### config.mk
export PLATFORM = sky130hd
export DESIGN_NAME = ebrg_arbiter
export DESIGN_NICKNAME = d
export VERILOG_FILES = /design/src/rtl/ebrg_pkg.sv /design/src/rtl/ebrg_sync_if.sv /design/src/rtl/ebrg_sync.sv /design/src/rtl/ebrg_arbiter.sv
export SDC_FILE = /design/constraint.sdc
export NUM_CORES = 1
export LEC_CHECK = 0
export BUFFER_PORTS_ARGS = -buffer_cell sky130_fd_sc_hd__buf_2
export CORE_AREA = 2 2 39 41
export CTS_BUF_LIST = sky130_fd_sc_hd__clkbuf_8
export DETAILED_ROUTE_END_ITERATION = 10
export DIE_AREA = 0 0 41 43
export GPL_TIMING_DRIVEN = 0
export PLACE_DENSITY_LB_ADDON = 0.3
export SYNTH_ARGS = -nofsm -noshare
export SYNTH_HDL_FRONTEND = slang
export SYNTH_HIERARCHICAL = 1
export SYNTH_SLANG_ARGS = --single-unit
### constraint.sdc
create_clock -name clock -period 2.5 [get_ports clock]
set_clock_uncertainty 0.2 [all_clocks]
set_input_delay 0.125 -clock clock [delete_from_list [all_inputs] [get_ports clock]]
set_output_delay 0.125 -clock clock [all_outputs]
set_load 0.02 [all_outputs]
### src/rtl/ebrg_pkg.sv
// Purpose: Shared constants and types for the bus request/grant block
// Assumes: Single 40 MHz processor clock
// Notes:   Active-low pin levels are named here once
package ebrg_pkg;
  localparam int  EBRG_SYNC_STAGES = 2;      // Request synchroniser depth
  localparam logic EBRG_PIN_ACTIVE = 1'b0;   // Level of an active low pin
  localparam logic EBRG_PIN_IDLE   = 1'b1;   // Level of an idle low pin
  localparam logic EBRG_OE_ON      = 1'b0;   // Enable level while driving
  localparam logic EBRG_OE_OFF     = 1'b1;   // Enable level when released

  // Arbiter states
  typedef enum logic [1:0] {
    EBRG_OWN,      // Processor owns the buses
    EBRG_WAIT,     // Request seen, external access still running
    EBRG_GRANTED   // Buses handed to the external master
  } ebrg_state_t;
endpackage : ebrg_pkg

### src/rtl/ebrg_sync_if.sv
// Purpose: Carrier between the top and the request synchroniser
// Assumes: Both ends run on the processor clock
// Notes:   Raw level in, settled level out
`timescale 1ns/10ps
interface ebrg_sync_if;
  logic raw_level;
  logic settled_level;
  modport top  (output raw_level, input settled_level);
  modport sync (input raw_level, output settled_level);
endinterface : ebrg_sync_if

### src/rtl/ebrg_sync.sv
// Purpose: Two-flop synchroniser for the asynchronous request pin
// Assumes: Idle level of the pin is high
// Notes:   First stage is read only by the second stage
`timescale 1ns/10ps
module ebrg_sync
  import ebrg_pkg::*;
(
  input  wire logic clock,
  input  wire logic resetn,
  ebrg_sync_if.sync sif
);
  logic meta_ff;
  logic settle_ff;

  // Resets to idle so no request appears out of reset
  always_ff @(posedge clock or negedge resetn) begin
    if (!resetn) begin
      meta_ff   <= EBRG_PIN_IDLE;
      settle_ff <= EBRG_PIN_IDLE;
    end else begin
      meta_ff   <= sif.raw_level;
      settle_ff <= meta_ff;
    end
  end
  assign sif.settled_level = settle_ff;
endmodule : ebrg_sync

### src/rtl/ebrg_arbiter.sv
// Purpose: External bus request/grant arbiter of the processor
// Assumes: Core reports access in progress, need and readiness per cycle
// Notes:   Emulator pins replace the normal ones while enabled
// Behaviour
// - Idle request grants next cycle: float buses, grant low, halt
// - Run-until-access mode keeps executing until an external access needed
// - Request during an access grants in the cycle after it ends
// - Grant may fall between two accesses of one instruction
// - Request release drops grant, re-enables drivers, resumes in place
// - Arbitration keeps working during reset and booting
// - Hung output low when ready to execute but halted with buses granted away
// - On release, grant and hung both deassert, pending access then runs
// - Emulator enable selects emulator reset, request, grant; grant pin floats
`timescale 1ns/10ps
module ebrg_arbiter
  import ebrg_pkg::*;
(
  input  wire logic clock,
  input  wire logic resetn,
  input  wire logic bus_request_n,
  input  wire logic emulator_enable,
  input  wire logic emulator_reset_n,
  input  wire logic emulator_bus_request_n,
  input  wire logic run_until_external_access,
  input  wire logic ext_access_busy,
  input  wire logic ext_access_needed,
  input  wire logic core_ready,
  output logic      bus_grant_n,
  output logic      bus_grant_oe,
  output logic      emulator_bus_grant_n,
  output logic      bus_grant_hung_n,
  output logic      bus_drive_oe,
  output logic      core_halt,
  output logic      core_reset_n
);
  ebrg_sync_if req_sif ();
  ebrg_sync_if emu_sif ();
  ebrg_state_t state_ff;
  ebrg_state_t nxt_state;
  logic        nxt_bg;
  logic        nxt_hung;
  logic        nxt_halt;

  // Both request sources go through a synchroniser
  assign req_sif.raw_level = bus_request_n;
  assign emu_sif.raw_level = emulator_bus_request_n;
  ebrg_sync u_req_sync (.clock(clock), .resetn(resetn), .sif(req_sif));
  ebrg_sync u_emu_sync (.clock(clock), .resetn(resetn), .sif(emu_sif));

  // Source selection; resetn is only the arbiter's power-on reset,
  // core reset passes through so arbitration survives it
  wire req_active = emulator_enable
                  ? (emu_sif.settled_level == EBRG_PIN_ACTIVE)
                  : (req_sif.settled_level == EBRG_PIN_ACTIVE);
  wire granted    = (state_ff == EBRG_GRANTED);

  // Next state; busy access defers grant to cycle after it completes
  always_comb begin
    nxt_state = state_ff;
    case (state_ff)
      EBRG_OWN: begin
        if (req_active && !ext_access_busy)
          nxt_state = EBRG_GRANTED;
        else if (req_active)
          nxt_state = EBRG_WAIT;
      end
      EBRG_WAIT: begin
        if (!req_active)
          nxt_state = EBRG_OWN;
        else if (!ext_access_busy)
          nxt_state = EBRG_GRANTED;
      end
      EBRG_GRANTED: begin
        if (!req_active)
          nxt_state = EBRG_OWN;
      end
      default: nxt_state = EBRG_OWN;
    endcase
  end

  // Output terms; run-until-access halts only on a needed access
  wire nxt_granted = (nxt_state == EBRG_GRANTED);
  assign nxt_bg   = nxt_granted ? EBRG_PIN_ACTIVE : EBRG_PIN_IDLE;
  assign nxt_halt = nxt_granted &&
                    (!run_until_external_access || ext_access_needed);
  assign nxt_hung = (nxt_granted && core_ready && nxt_halt)
                    ? EBRG_PIN_ACTIVE : EBRG_PIN_IDLE;

  // Registered outputs; keeps running while core reset is low
  always_ff @(posedge clock or negedge resetn) begin
    if (!resetn) begin
      state_ff             <= EBRG_OWN;
      bus_grant_n          <= EBRG_PIN_IDLE;
      emulator_bus_grant_n <= EBRG_PIN_IDLE;
      bus_grant_oe         <= EBRG_OE_ON;
      bus_grant_hung_n     <= EBRG_PIN_IDLE;
      bus_drive_oe         <= EBRG_OE_ON;
      core_halt            <= 1'b0;
      core_reset_n         <= 1'b0;
    end else begin
      state_ff             <= nxt_state;
      bus_grant_n          <= nxt_bg;
      emulator_bus_grant_n <= emulator_enable ? nxt_bg : EBRG_PIN_IDLE;
      bus_grant_oe         <= emulator_enable ? EBRG_OE_OFF
                                              : EBRG_OE_ON;
      bus_grant_hung_n     <= nxt_hung;
      bus_drive_oe         <= nxt_granted ? EBRG_OE_OFF : EBRG_OE_ON;
      core_halt            <= nxt_halt;
      core_reset_n         <= emulator_enable ? emulator_reset_n
                                              : 1'b1;
    end
  end

  // Checks
  a_grant_waits_idle: assert property (@(posedge clock) disable iff (!resetn)
    (nxt_state == EBRG_GRANTED && state_ff != EBRG_GRANTED) |->
      !ext_access_busy) else $error("grant during access");
  a_grant_drivers_off: assert property (@(posedge clock) disable iff (!resetn)
    (bus_grant_n == EBRG_PIN_ACTIVE) |-> (bus_drive_oe == EBRG_OE_OFF))
    else $error("drivers on while granted");
  a_grant_next_cycle: assert property (@(posedge clock) disable iff (!resetn)
    (state_ff == EBRG_OWN && req_active && !ext_access_busy) |=>
      (bus_grant_n == EBRG_PIN_ACTIVE)) else $error("grant late");
  a_release_drops: assert property (@(posedge clock) disable iff (!resetn)
    (granted && !req_active) |=> (bus_grant_n == EBRG_PIN_IDLE &&
      bus_grant_hung_n == EBRG_PIN_IDLE && bus_drive_oe == EBRG_OE_ON))
    else $error("release not honoured");
  a_hung_needs_grant: assert property (@(posedge clock) disable iff (!resetn)
    (bus_grant_hung_n == EBRG_PIN_ACTIVE) |-> (bus_grant_n == EBRG_PIN_ACTIVE))
    else $error("hung without grant");
  a_go_mode_runs: assert property (@(posedge clock) disable iff (!resetn)
    (nxt_granted && run_until_external_access && !ext_access_needed) |=>
      !core_halt) else $error("halted in run mode");
  a_hung_when_ready: assert property (@(posedge clock) disable iff (!resetn)
    (nxt_granted && core_ready && !run_until_external_access) |=>
      (bus_grant_hung_n == EBRG_PIN_ACTIVE)) else $error("hung missing");
  a_emu_floats_grant: assert property (@(posedge clock) disable iff (!resetn)
    emulator_enable |=> (bus_grant_oe == EBRG_OE_OFF))
    else $error("grant pin driven in emulation");
  a_sync_delay: assert property (@(posedge clock) disable iff (!resetn)
    (!emulator_enable && state_ff == EBRG_OWN &&
     $past(bus_request_n, 2) == EBRG_PIN_IDLE) |-> nxt_state == EBRG_OWN ||
     $past(emulator_enable, 2)) else $error("request not synchronised");

  // Deferred grant: nothing moves while the access is still running
  a_wait_no_grant: assert property (@(posedge clock) disable iff (!resetn)
    (state_ff == EBRG_WAIT && ext_access_busy) |=>
      (bus_grant_n == EBRG_PIN_IDLE && bus_drive_oe == EBRG_OE_ON))
    else $error("grant while access busy");
  a_wait_then_grant: assert property (@(posedge clock) disable iff (!resetn)
    (state_ff == EBRG_WAIT && req_active && !ext_access_busy) |=>
      (bus_grant_n == EBRG_PIN_ACTIVE))
    else $error("deferred grant late");
  a_hung_clears: assert property (@(posedge clock) disable iff (!resetn)
    (bus_grant_n == EBRG_PIN_IDLE) |-> (bus_grant_hung_n == EBRG_PIN_IDLE))
    else $error("hung left after release");
  a_halt_needs_grant: assert property (@(posedge clock) disable iff (!resetn)
    core_halt |-> (bus_grant_n == EBRG_PIN_ACTIVE))
    else $error("halted without grant");
  a_drivers_follow: assert property (@(posedge clock) disable iff (!resetn)
    (bus_drive_oe == EBRG_OE_OFF) |-> (bus_grant_n == EBRG_PIN_ACTIVE))
    else $error("drivers floated without grant");

  // Emulation swaps the pin set; normal pins must not leak through
  a_emu_copy_idle: assert property (@(posedge clock) disable iff (!resetn)
    !emulator_enable |=> (emulator_bus_grant_n == EBRG_PIN_IDLE))
    else $error("emulator grant outside emulation");
  a_grant_pin_driven: assert property (@(posedge clock) disable iff (!resetn)
    !emulator_enable |=> (bus_grant_oe == EBRG_OE_ON))
    else $error("grant pin floating in normal use");
  a_core_reset_pass: assert property (@(posedge clock) disable iff (!resetn)
    emulator_enable |=> (core_reset_n == $past(emulator_reset_n)))
    else $error("emulator reset not passed");
  a_core_reset_idle: assert property (@(posedge clock) disable iff (!resetn)
    !emulator_enable |=> core_reset_n)
    else $error("core reset low outside emulation");
  a_emu_ignores_pin: assert property (@(posedge clock) disable iff (!resetn)
    (emulator_enable && state_ff == EBRG_OWN &&
     emu_sif.settled_level == EBRG_PIN_IDLE) |-> (nxt_state == EBRG_OWN))
    else $error("normal request seen in emulation");
  a_keeps_grant: assert property (@(posedge clock) disable iff (!resetn)
    (granted && req_active) |=> (bus_grant_n == EBRG_PIN_ACTIVE))
    else $error("grant dropped while requested");

  // Scenarios worth seeing at least once
  c_grant: cover property (@(posedge clock) disable iff (!resetn)
    (state_ff == EBRG_OWN) ##1 granted);
  c_deferred: cover property (@(posedge clock) disable iff (!resetn)
    (state_ff == EBRG_WAIT) ##1 granted);
  c_hung: cover property (@(posedge clock) disable iff (!resetn)
    (bus_grant_hung_n == EBRG_PIN_ACTIVE));
  c_emulated: cover property (@(posedge clock) disable iff (!resetn)
    emulator_enable && granted);
  // Go mode: buses handed over while the core keeps running
  c_go_running: cover property (@(posedge clock) disable iff (!resetn)
    granted && run_until_external_access && !core_halt);
endmodule : ebrg_arbiter

After elaboration in Yosys (flattened, before gate mapping) --
Index checks and enable logic that the tools add are counted.
Operators by class: reduce and logical (&&, ||, !) cells 8, bitwise gates (word level) 2, muxes and demuxes 13, eq/ne operators 3
Operators with widths (number):
- $mux W2 | 5
- $mux W1 | 7
- $pmux W2 S3 | 1
- $eq A2 B2 Y1 const B | 2
- $logic_and A1 B1 Y1 | 4
- $eq A2 B1 Y1 const B | 1
- $logic_not A1 Y1 | 2
- $logic_not A2 Y1 | 1
- $not A1 Y1 | 2
- $logic_or A1 B1 Y1 | 1
Storage, ports and cells: flip-flop bits (word level) 13

Logic depth before layout (Yosys ltp) --
Gate-level depths: netlist of the first run.
word-level depth 9, gate-level depth with buffers 2, gate-level depth less buffers 2

Cells and area by module --
The synthesis of the first run kept the hierarchy.
By module, submodules not included:
- ebrg_arbiter | seq. area each 229.0 µm², area an instance 339.1 µm², instances 1, cells each 22
- ebrg_sync | seq. area each 52.6 µm², area an instance 52.6 µm², instances 2, cells each 2

Worst setup path after synthesis of the first run --
No wires, ideal clock.
kind register to register, start point register state_ff[1], end point register core_halt, library setup time 80 ps, data arrival time 871 ps, period minus slack after synthesis 1152 ps, path slack 1348 ps, cell stages (with the launch flop) 3, path through dfrtp_1 mux2_2 nor3_2
On the way: cells in the longest elaborated chain, start to end 5, elaborated cells between the ends (all ways) 11, those cells by class eq/ne: 3; mux: 6; reduce/logical: 2
RTL lines:
- from (decl) | RTL line ebrg_arbiter.sv:38 | ebrg_state_t state_ff;
- from (signal assigned) | RTL line ebrg_arbiter.sv:101 | state_ff <= nxt_state;
- $mux W2 (on tied branches) | RTL line ebrg_arbiter.sv:70, ebrg_arbiter.sv:64
- $mux W2 (on tied branches) | RTL line ebrg_arbiter.sv:68, ebrg_arbiter.sv:62
- $pmux W2 S3 (*) | RTL line ebrg_arbiter.sv:60 | case (state_ff)
- $eq A2 B2 Y1 (*) | RTL line ebrg_arbiter.sv:82 | wire nxt_granted = (nxt_state == EBRG_GRANTED);
- $logic_and A1 B1 Y1 (*) | RTL line ebrg_arbiter.sv:84 | assign nxt_halt = nxt_granted &&
- via nxt_halt | RTL line ebrg_arbiter.sv:42 | logic nxt_halt;
- to (signal assigned) | RTL line ebrg_arbiter.sv:108 | core_halt <= nxt_halt;
- to (decl) | RTL line ebrg_arbiter.sv:33 | output logic core_halt,
The timed path passes the listed nets; every way through them passes the cells marked *.

Final worst setup path of the first run --
start point input emulator_enable, end point register bus_grant_hung_n
On the way: cells in the longest elaborated chain, start to end 8, elaborated cells between the ends (all ways) 12, those cells by class eq/ne: 1; mux: 7; reduce/logical: 4
RTL lines:
- from (decl) | RTL line ebrg_arbiter.sv:21 | input wire logic emulator_enable,
- $mux W1 (*) | RTL line ebrg_arbiter.sv:53 | ? (emu_sif.settled_level == EBRG_PIN_ACTIVE)
- $mux W2 / $logic_and A1 B1 Y1 (equally long branches) | RTL line ebrg_arbiter.sv:64, ebrg_arbiter.sv:62
- $mux W2 | RTL line ebrg_arbiter.sv:62 | if (req_active && !ext_access_busy)
- $pmux W2 S3 (*) | RTL line ebrg_arbiter.sv:60
- $eq A2 B2 Y1 (*) | RTL line ebrg_arbiter.sv:82
- $logic_and A1 B1 Y1 (on tied branches) | RTL line ebrg_arbiter.sv:86, ebrg_arbiter.sv:84
- $logic_and A1 B1 Y1 (*) | RTL line ebrg_arbiter.sv:86 | assign nxt_hung = (nxt_granted && core_ready && nxt_halt)
- $mux W1 (*) | RTL line ebrg_arbiter.sv:87 | ? EBRG_PIN_ACTIVE : EBRG_PIN_IDLE;
- via nxt_hung | RTL line ebrg_arbiter.sv:41 | logic nxt_hung;
- to (signal assigned) | RTL line ebrg_arbiter.sv:106 | bus_grant_hung_n <= nxt_hung;
- to (decl) | RTL line ebrg_arbiter.sv:31 | output logic bus_grant_hung_n,
Marked as above.

==> flow_metrics.py, run 1 <==
metrics = {
    "critical_path": {
        "cp-end-kind": "flip-flop",
        "cp_max_fo": 5,
        "critPathRequiredTime_ns": 2.46,
        "worstSetupStartpointType": "input pin",
        "critPathKind": "input pin to flip-flop",
        "arrival_ns": 1.72,
    },
    "status": {
        "outcome": "finished, final reports clean",
    },
    "sta": {
        "setup_tns_ns": 0,
        "layout_min_cycle_time_ns": 1.76,
        "hold_viol": 0,
        "tightest_slew_ns": 0.243,
        "slew_violations": 0,
        "slew_headroom": 0.833,
        "fmax_ghz": 0.570,
        "setup_viol": 0,
        "rsz0062_at_grt": "false",
        "min_period_over_period": 0.702,
    },
    "drt": {
        "num_vias": 296,
        "drt_iter0_drc": 3,
        "wl_um": 649,
        "post_drt_wl_per_cell_um": 9.01,
        "ant_nets": 0,
        "drtPass1Iterations": 2,
        "route.detailed.drc": 0,
        "viasPerCell": 4.11,
    },
    "finish": {
        "n_fill_cell": 128,
        "regArea_um2": 334,
        "areaGrowthSynthToFinish_pct": 55.2,
        "diodes": 0,
        "multi_input_area_um2": 110,
        "drive_above_1_share": 0.536,
        "instances_no_fill": 72,
        "nNetsFinal": 67,
    },
    "synthesis": {
        "yosysTopAreaCell": "dfstp_2",
        "ys_seq_area_frac": 0.752,
        "synthDistinctLibCells": 13,
        "netlist_area_um2": 444,
        "synth_area_per_cell_um2": 17.1,
        "synthTopCellsByArea": "dfstp_2 (41%), dfrtp_1 (34%), mux2i_1 (4.5%)",
        "syn_nets": 36,
        "syn-instance-count": 26,
        "synth_seq_cells": 13,
        "synth.yosys.warnings": 6,
        "synth_top_area_share": 0.414,
    },
    "clock_network": {
        "cts-root-buf": "clkbuf_8",
        "cts_tree": "yes",
        "cts_buffers": 3,
        "clk-insertion-delay-late_ns": 0.23,
        "cts_buffer_depth": 2,
        "postCtsSetupBuffers": 0,
        "clk_pin_slew_worst_paths_ns": 0.05,
        "cts_resized": 0,
        "cts_sinks": 13,
        "hold_buffers": 10,
        "cts.htree.levels": 1,
    },
    "placed_design": {
        "place_congestion": 0.612,
        "hpwl_um": 457,
        "place_inst": 58,
        "io_buffers": 16,
    },
    "pwr": {
        "p_comb_frac": 0.129,
        "leakagePower_nw": 0.315,
        "vdd_drop_max_mv": 0.339,
        "p_switching_mw": 0.0999,
        "p_sw_frac": 0.213,
        "p_per_area_mw_per_mm2": 680,
        "power_frac_seq": 0.503,
        "cell_internal_pwr_mw": 0.369,
        "clkPwrFrac": 0.368,
    },
    "global_routing": {
        "grt_use_total": 0.0908,
        "overflow": 0,
        "antenna_found_initial": 0,
        "grt_pass1_wl_um": 1040,
        "grt_pass1_vias": 268,
        "grt_max_degree": 14,
    },
    "hold_path": {
        "min_path_type": "input pin to flip-flop",
    },
    "die": {
        "die_w_um": 41,
        "io_pins": 17,
        "initial_utilization": 0.321,
        "core.rowCount": 14,
        "coreArea_mm2": 0.00138,
        "die_h_um": 43,
        "dieArea_mm2": 0.00176,
    },
    "run": {
        "max_cap_violations": 0,
    },
}
[worst paths after layout]
check | start | end | slack, ns | cells after the start
setup / recovery | emulator_enable | bus_grant_hung_n | 0.74 | 5
hold / removal | run_until_external_access | core_halt | 0.02 | 3
setup reg to reg | state_ff[1] | bus_grant_hung_n | 0.82 | 3
hold reg to reg | u_req_sync/meta_ff | u_req_sync/sif.settled_level | 0.15 | 0
max in group asynchronous | resetn | bus_grant_n | 1.74 | 2
min in group asynchronous | resetn | bus_drive_oe | 0.09 | 2
[cell usage in the layout (no fill, tap or decap), drive strengths merged]
| cell | count |
|---|---|
| dfrtp | 6 |
| nor2 | 2 |
| dfstp | 7 |
| dlygate4sd3 | 10 |
| nand4b | 1 |
| nand2 | 1 |
| clkbuf | 3 |
| buf | 16 |
| nor3 | 1 |
| nor3b | 1 |
| nor2b | 1 |
| mux2i | 2 |
| nand3b | 1 |
| inv | 1 |
| or2b | 1 |
| mux2 | 2 |
[power groups by stage]
stage                     Combinational (mW)  Clock [mW]  Sequential (mW)
after floorplan                       0.0168           0            0.249
after global placement                0.0493           0            0.238
after detailed placement              0.0496           0            0.238
after CTS                             0.0615       0.180            0.235
after global routing                  0.0671       0.188            0.237
final                                 0.0605       0.173            0.236
[cell type report]
type,count,share of cell area
Sequential cell,13,0.485
Timing Repair Buffer,26,0.261
Multi-Input combinational cell,13,0.160
Clock buffer,3,0.0599
Tap cell,16,0.0290
Clock inverter,1,0.00544
[through the flow]
stage	total power [mW]	utilization	area [um2]	setup slack, ns	hold WS (ns)
5_1_grt	0.492	0.498	689	0.651	0.0530
3_3_place_gp	0.287	0.393	544	1.31	-0.185
2_1_floorplan	0.266	-	444	1.35	-0.371
6_report	0.469	0.498	689	0.745	0.0231
3_5_place_dp	0.288	0.393	544	1.29	-0.181
4_1_cts	0.477	0.498	689	0.745	0.0261
[critical path: stages]
cell and delay [ns]:
dlygate4sd3_1 0.52, buf_2 0.15, mux2i_1 0.24, nand4b_1 0.12, dlygate4sd3_1 0.57
[cell usage after synthesis]
master,count
dfstp_2,7
dfrtp_1,6
mux2i_1,2
nor2_1,2
mux2_2,1
mux2_4,1
nand2_1,1
nand3b_1,1
nand4b_1,1
nor2b_1,1
nor3_2,1
nor3b_2,1
or2b_1,1
[cell families after synthesis]
| group | after synthesis | share of synthesized area |
|---|---|---|
| flops | 13 | 0.752 |
| mux | 4 | 0.104 |
| simple gates | 9 | 0.144 |
[state kept, by name, indices dropped and copies added (netlist names)]
signal	flops
state_ff	2
bus_drive_oe	1
bus_grant_hung_n	1
bus_grant_n	1
bus_grant_oe	1
core_halt	1
core_reset_n	1
emulator_bus_grant_n	1
u_emu_sync/meta_ff	1
u_emu_sync/sif.settled_level	1
u_req_sync/meta_ff	1
u_req_sync/sif.settled_level	1
[per-layer routing]
metal,global-route usage,up-vias,share of wire
met5,0,-,0
met4,0.0600,0,0
met3,0.0314,0,0.086
met2,0.125,12,0.50
met1,0.115,138,0.41
li1,-,146,-
Power figures use the tool's default switching activity.
==> run 2: changes to the inputs <==
- clock period: 2.5 -> 1.7 ns (I/O delays scaled with it)
==> run 2 against run 1 <==
Net effect: clock power grew 47%; power is 47% higher; design area did not move; worst setup slack got worse by 0.66 ns; via count is 0.34% lower; combinational power up 47%; largest cell class unchanged; count of clock-buffer cells in the layout unchanged; non-clock buffer count unchanged; cell count did not move; sequential power increased by 47%; wire length grew 0.15%; largest power group unchanged; critical path depth fell by 1.
==> flow_metrics.py, run 2 (synthesis results as in run 1) <==
metrics = {
    "finish": {
        "diodes": 0,
        "largest_reg_flops": 2,
        "drive_above_1_share": 0.536,
        "regMostFlops": "state_ff",
        "layout_common_cells": "buf_2 (16), dlygate4sd3_1 (10), dfstp_2 (7), dfrtp_1 (6), clkbuf_8 (3)",
        "nNetsFinal": 67,
        "final_common_cell": "buf_2",
        "fin_util": 0.498,
        "areaGrowthSynthToFinish_pct": 55.2,
        "n_fill_cell": 129,
        "instances_no_fill": 72,
    },
    "sta": {
        "rsz0062_at_grt": "false",
        "finalWorstSetupSlack_ns": 0.0812,
        "layout_min_cycle_time_ns": 1.62,
        "hold_viol": 0,
        "setup_viol": 0,
        "fmax_ghz": 0.618,
        "min_period_over_period": 0.952,
        "setup_tns_ns": 0,
        "tightest_slew_ns": 0.243,
        "slew_headroom": 0.834,
        "slew_violations": 0,
    },
    "drt": {
        "viasPerCell": 4.10,
        "route.detailed.drc": 0,
        "drtPass1Iterations": 2,
        "num_vias": 295,
        "ant_nets": 0,
        "drt_iter0_drc": 3,
        "wl_um": 650,
        "post_drt_wl_per_cell_um": 9.03,
    },
    "pwr": {
        "leakagePower_nw": 0.319,
        "p_switching_mw": 0.147,
        "vdd_drop_max_mv": 0.499,
        "p_per_area_mw_per_mm2": 1000,
        "p_sw_frac": 0.213,
        "p_comb_frac": 0.129,
        "cell_internal_pwr_mw": 0.542,
        "clkPwrFrac": 0.368,
        "power_frac_seq": 0.503,
    },
    "global_routing": {
        "met3_usage": 0.0314,
        "gr-usage-met1": 0.119,
        "grt_max_degree": 14,
        "grt_busiest_layer": "met2",
        "overflow": 0,
        "met2_usage": 0.125,
        "grt_pass1_wl_um": 1060,
        "antenna_found_initial": 0,
        "grt_pass1_vias": 271,
        "grt_use_total": 0.0918,
    },
    "die": {
        "die_w_um": 41,
        "coreArea_mm2": 0.00138,
        "core.rowCount": 14,
        "io_pins": 17,
        "initial_utilization": 0.321,
        "dieArea_mm2": 0.00176,
        "die_h_um": 43,
    },
    "status": {
        "outcome": "finished, final reports clean",
    },
    "placed_design": {
        "hpwl_um": 457,
        "place_congestion": 0.612,
        "place_inst": 58,
        "io_buffers": 16,
        "post-place-ws_ns": 0.494,
    },
    "critical_path": {
        "critical-path-max-stage-delay_ns": 0.55,
        "arrival_ns": 1.53,
        "slowest_stage": "dlygate4sd3_1",
        "cp.buffers_inverters": 3,
        "cpLargestDelayFamily": "buffers and inverters",
        "cp-end-kind": "flip-flop",
        "cp_max_fo": 5,
        "critPathKind": "input pin to flip-flop",
        "worst_path_most_repeated_cell": "dlygate4sd3_1",
        "critPathRequiredTime_ns": 1.61,
        "crit_chain": "dlygate4sd3_1 -> buf_2 -> or2b_1 -> dlygate4sd3_1",
        "worstSetupStartpointType": "input pin",
    },
    "clock_network": {
        "clk_pin_slew_worst_paths_ns": 0.05,
        "cts_sinks": 13,
        "cts_tree": "yes",
        "cts_resized": 0,
        "cts-root-buf": "clkbuf_8",
        "clk-insertion-delay-late_ns": 0.23,
        "cts.htree.levels": 1,
        "cts_buffers": 3,
        "cts_buffer_depth": 2,
    },
    "run": {
        "max_cap_violations": 0,
    },
    "hold_path": {
        "min_path_type": "input pin to flip-flop",
    },
}
## run 2: cell counts in the layout (fill, tap and decap cells not counted)
Identical to the previous run, type by type.
## run 2: power by group through the flow
stage	Sequential, mW	Clock [mW]	Combinational, mW
2_1_floorplan	0.367	0	0.0247
3_3_place_gp	0.350	0	0.0725
3_5_place_dp	0.350	0	0.0729
4_1_cts	0.346	0.265	0.0904
5_1_grt	0.349	0.276	0.0986
6_report	0.346	0.254	0.0889
## run 2: final cells by class
| type | count | area, um2 | share of cell area |
|---|---|---|---|
| clock inverter | 1 | 3.75 | 0.00544 |
| clock buffer | 3 | 41.3 | 0.0599 |
| tap | 16 | 20.0 | 0.0290 |
| multi-input combinational | 13 | 110 | 0.160 |
| sequential | 13 | 334 | 0.485 |
| timing repair buffer | 26 | 180 | 0.261 |
## run 2: worst paths after layout
| kind | start | end | slack, ns | depth (start not counted) |
|---|---|---|---|---|
| max in group asynchronous | resetn | bus_grant_n | 0.98 | 2 |
| min reg2reg | u_req_sync/meta_ff | u_req_sync/sif.settled_level | 0.15 | 0 |
| min in group asynchronous | resetn | bus_drive_oe | 0.05 | 2 |
| max | emulator_enable | core_reset_n | 0.08 | 4 |
| max reg2reg | state_ff[1] | core_halt | 0.47 | 2 |
| min | run_until_external_access | bus_grant_hung_n | 0.01 | 3 |
## run 2: repair_timing
action | in CTS | in global routing
hold endpoints to repair | 22 | 0
setup buffers | 0 | 0
hold buffers | 10 | 0
## run 2: per-layer routing
metal / vias to the layer above / part of all wire
met1: 137 / 0.41
met4: 0 / 0
met3: 0 / 0.086
met2: 12 / 0.50
met5: - / 0
li1: 146 / -
## run 2: worst min-delay path: stages
cell	delay, ns
buf_2	0.07
nor2b_1	0.13
nand4b_1	0.12
## run 2: metrics by stage
stage	hold slack, ns	power (mW)	cell area, um2
after global placement	-0.225	0.422	544
final	0.00985	0.689	689
after floorplan	-0.411	0.391	444
after CTS	0.0142	0.702	689
after detailed placement	-0.221	0.423	544
after global routing	0.0425	0.724	689
==> run 3: changes to the inputs <==
- CORE_AREA: 2 2 39 41 -> 4 4 41 43
- DIE_AREA: 0 0 41 43 -> 0 0 45 47
- REMOVE_ABC_BUFFERS: not set -> 1
==> run 3 against run 2 <==
Net effect: sequential power barely moved; first-iteration DRC count fell by 100%; core utilization rose by 2.4 points; largest cell class unchanged; largest power group unchanged.
==> flow_metrics.py, run 3 (synthesis results as in run 1) <==
metrics = {
    "critical_path": {
        "rr_worst_depth": 2,
        "critPathRequiredTime_ns": 1.63,
        "slowest_stage": "dlygate4sd3_1",
        "regToRegSetupSlack_ns": 0.49,
        "regToRegStartpoint": "state_ff[1]",
        "cp_max_fo": 2,
        "regToRegEndpoint": "core_halt",
        "arrival_ns": 1.48,
        "critical-path-max-stage-delay_ns": 0.58,
        "critPathKind": "input pin to flip-flop",
        "crit_chain": "dlygate4sd3_1 -> buf_2 -> nor2b_1 -> dlygate4sd3_1 -> nor3_2",
        "worst_path_most_repeated_cell": "dlygate4sd3_1",
        "cp-end-kind": "flip-flop",
        "worstSetupStartpointType": "input pin",
    },
    "pwr": {
        "p_switching_mw": 0.152,
        "leakagePower_nw": 0.315,
        "clkPwrFrac": 0.374,
        "p_comb_frac": 0.127,
        "power_frac_seq": 0.499,
        "p_sw_frac": 0.219,
        "vdd_drop_max_mv": 0.615,
        "p_per_area_mw_per_mm2": 1020,
        "cell_internal_pwr_mw": 0.543,
    },
    "drt": {
        "routedLengthMet1_um": 304,
        "dr_wl_met2_um": 397,
        "top_layer_used": "met3",
        "drtPass1Iterations": 1,
        "wl_met3_um": 71,
        "route.detailed.drc": 0,
        "num_vias": 294,
        "drt_iter0_drc": 0,
        "wl_um": 773,
        "post_drt_wl_per_cell_um": 11.0,
        "ant_nets": 0,
        "viasPerCell": 4.20,
    },
    "finish": {
        "final_common_cell": "buf_2",
        "diodes": 0,
        "largest_reg_flops": 2,
        "nNetsFinal": 66,
        "drive_above_1_share": 0.564,
        "regMostFlops": "state_ff",
        "design_area_um2": 679,
        "n_fill_cell": 119,
        "layout_common_cells": "buf_2 (16), dlygate4sd3_1 (9), dfstp_2 (7), dfrtp_1 (6), clkbuf_8 (3)",
        "areaGrowthSynthToFinish_pct": 53.0,
    },
    "status": {
        "outcome": "finished, final reports clean",
    },
    "hold_path": {
        "min-delay-start": "run_until_external_access",
        "whs_path_depth": 3,
        "min_path_type": "input pin to flip-flop",
        "hold_path_end": "bus_grant_hung_n",
    },
    "clock_network": {
        "cts.htree.levels": 1,
        "cts-root-buf": "clkbuf_8",
        "postCtsSetupBuffers": 0,
        "hold_buffers": 9,
        "cts_buffers": 3,
        "cts_buffer_depth": 2,
        "clk-insertion-delay-late_ns": 0.23,
        "cts_tree": "yes",
        "cts_sinks": 13,
        "clk_pin_slew_worst_paths_ns": 0.05,
        "cts_resized": 0,
    },
    "global_routing": {
        "antenna_found_initial": 0,
        "grt_pass1_vias": 296,
        "overflow": 0,
        "grt_use_total": 0.0764,
        "grt_max_degree": 14,
        "grt_pass1_wl_um": 1130,
    },
    "die": {
        "die_h_um": 47,
        "die_w_um": 45,
        "initial_utilization": 0.341,
        "io_pins": 17,
        "coreArea_mm2": 0.00130,
        "core.rowCount": 13,
        "dieArea_mm2": 0.00212,
    },
    "placed_design": {
        "place_area_um2": 543,
        "io_buffers": 16,
        "place_congestion": 0.621,
    },
    "sta": {
        "layout_min_cycle_time_ns": 1.55,
        "slew_headroom": 0.824,
        "slew_violations": 0,
        "min_period_over_period": 0.910,
        "fmax_ghz": 0.646,
        "setup_tns_ns": 0,
        "rsz0062_at_grt": "false",
        "hold_viol": 0,
        "setup_viol": 0,
        "tightest_slew_ns": 0.257,
    },
    "run": {
        "max_cap_violations": 0,
    },
}
## run 3: cell types whose count changed in the layout (fill, tap and decap cells not counted)
cell           change
inv_1              -1
dlygate4sd3_1      -1
clkinv_2           +1
## run 3: routing by layer
metal | up-vias | GRT usage
met3 | 0 | 0.0153
met2 | 11 | 0.127
met5 | - | 0
met1 | 137 | 0.0815
li1 | 146 | -
met4 | 0 | 0.0702
## run 3: worst max-delay path by stage
| stage | start | end | slack (ns) | cells past startpoint |
|---|---|---|---|---|
| 2_1_floorplan | state_ff[1] | core_halt | 0.55 | 2 |
| 3_3_place_gp | state_ff[1] | core_halt | 0.52 | 2 |
| 3_5_place_dp | state_ff[1] | core_halt | 0.50 | 2 |
| 4_1_cts | ext_access_needed | core_halt | 0.15 | 5 |
| 5_1_grt | ext_access_needed | core_halt | 0.11 | 5 |
| 6_report | ext_access_needed | core_halt | 0.15 | 5 |
## run 3: final cells by class
class	instances	area, um2	area share
Clock inverter	1	5.00	0.00737
Clock buffer	3	41.3	0.0608
Tap cell	15	18.8	0.0276
Multi-Input combinational cell	13	110	0.162
Timing Repair Buffer	25	170	0.250
Sequential cell	13	334	0.492
## run 3: metrics by stage
step	hold slack [ns]	utilization	std cells	power, mW	setup slack (ns)
after floorplan	-0.411	-	26	0.391	0.548
after global placement	-0.233	0.417	57	0.422	0.522
after detailed placement	-0.225	0.417	57	0.426	0.497
after CTS	0.0247	0.522	70	0.707	0.153
after global routing	0.0610	0.522	70	0.725	0.107
final	0.0197	0.522	70	0.695	0.153
## run 3: power groups by stage
stage	sequential (mW)	combinational, mW	clock, mW
global route	0.348	0.0959	0.281
finish	0.347	0.0885	0.260
detailed placement	0.351	0.0741	0
floorplan	0.367	0.0247	0
CTS	0.347	0.0902	0.270
global placement	0.349	0.0722	0
## run 3: critical path, delay by kind of cell
| kind | cells | cell delay (ns) |
|---|---|---|
| buffers and inverters | 3 | 1.23 |
| and+or+nand+nor | 2 | 0.16 |
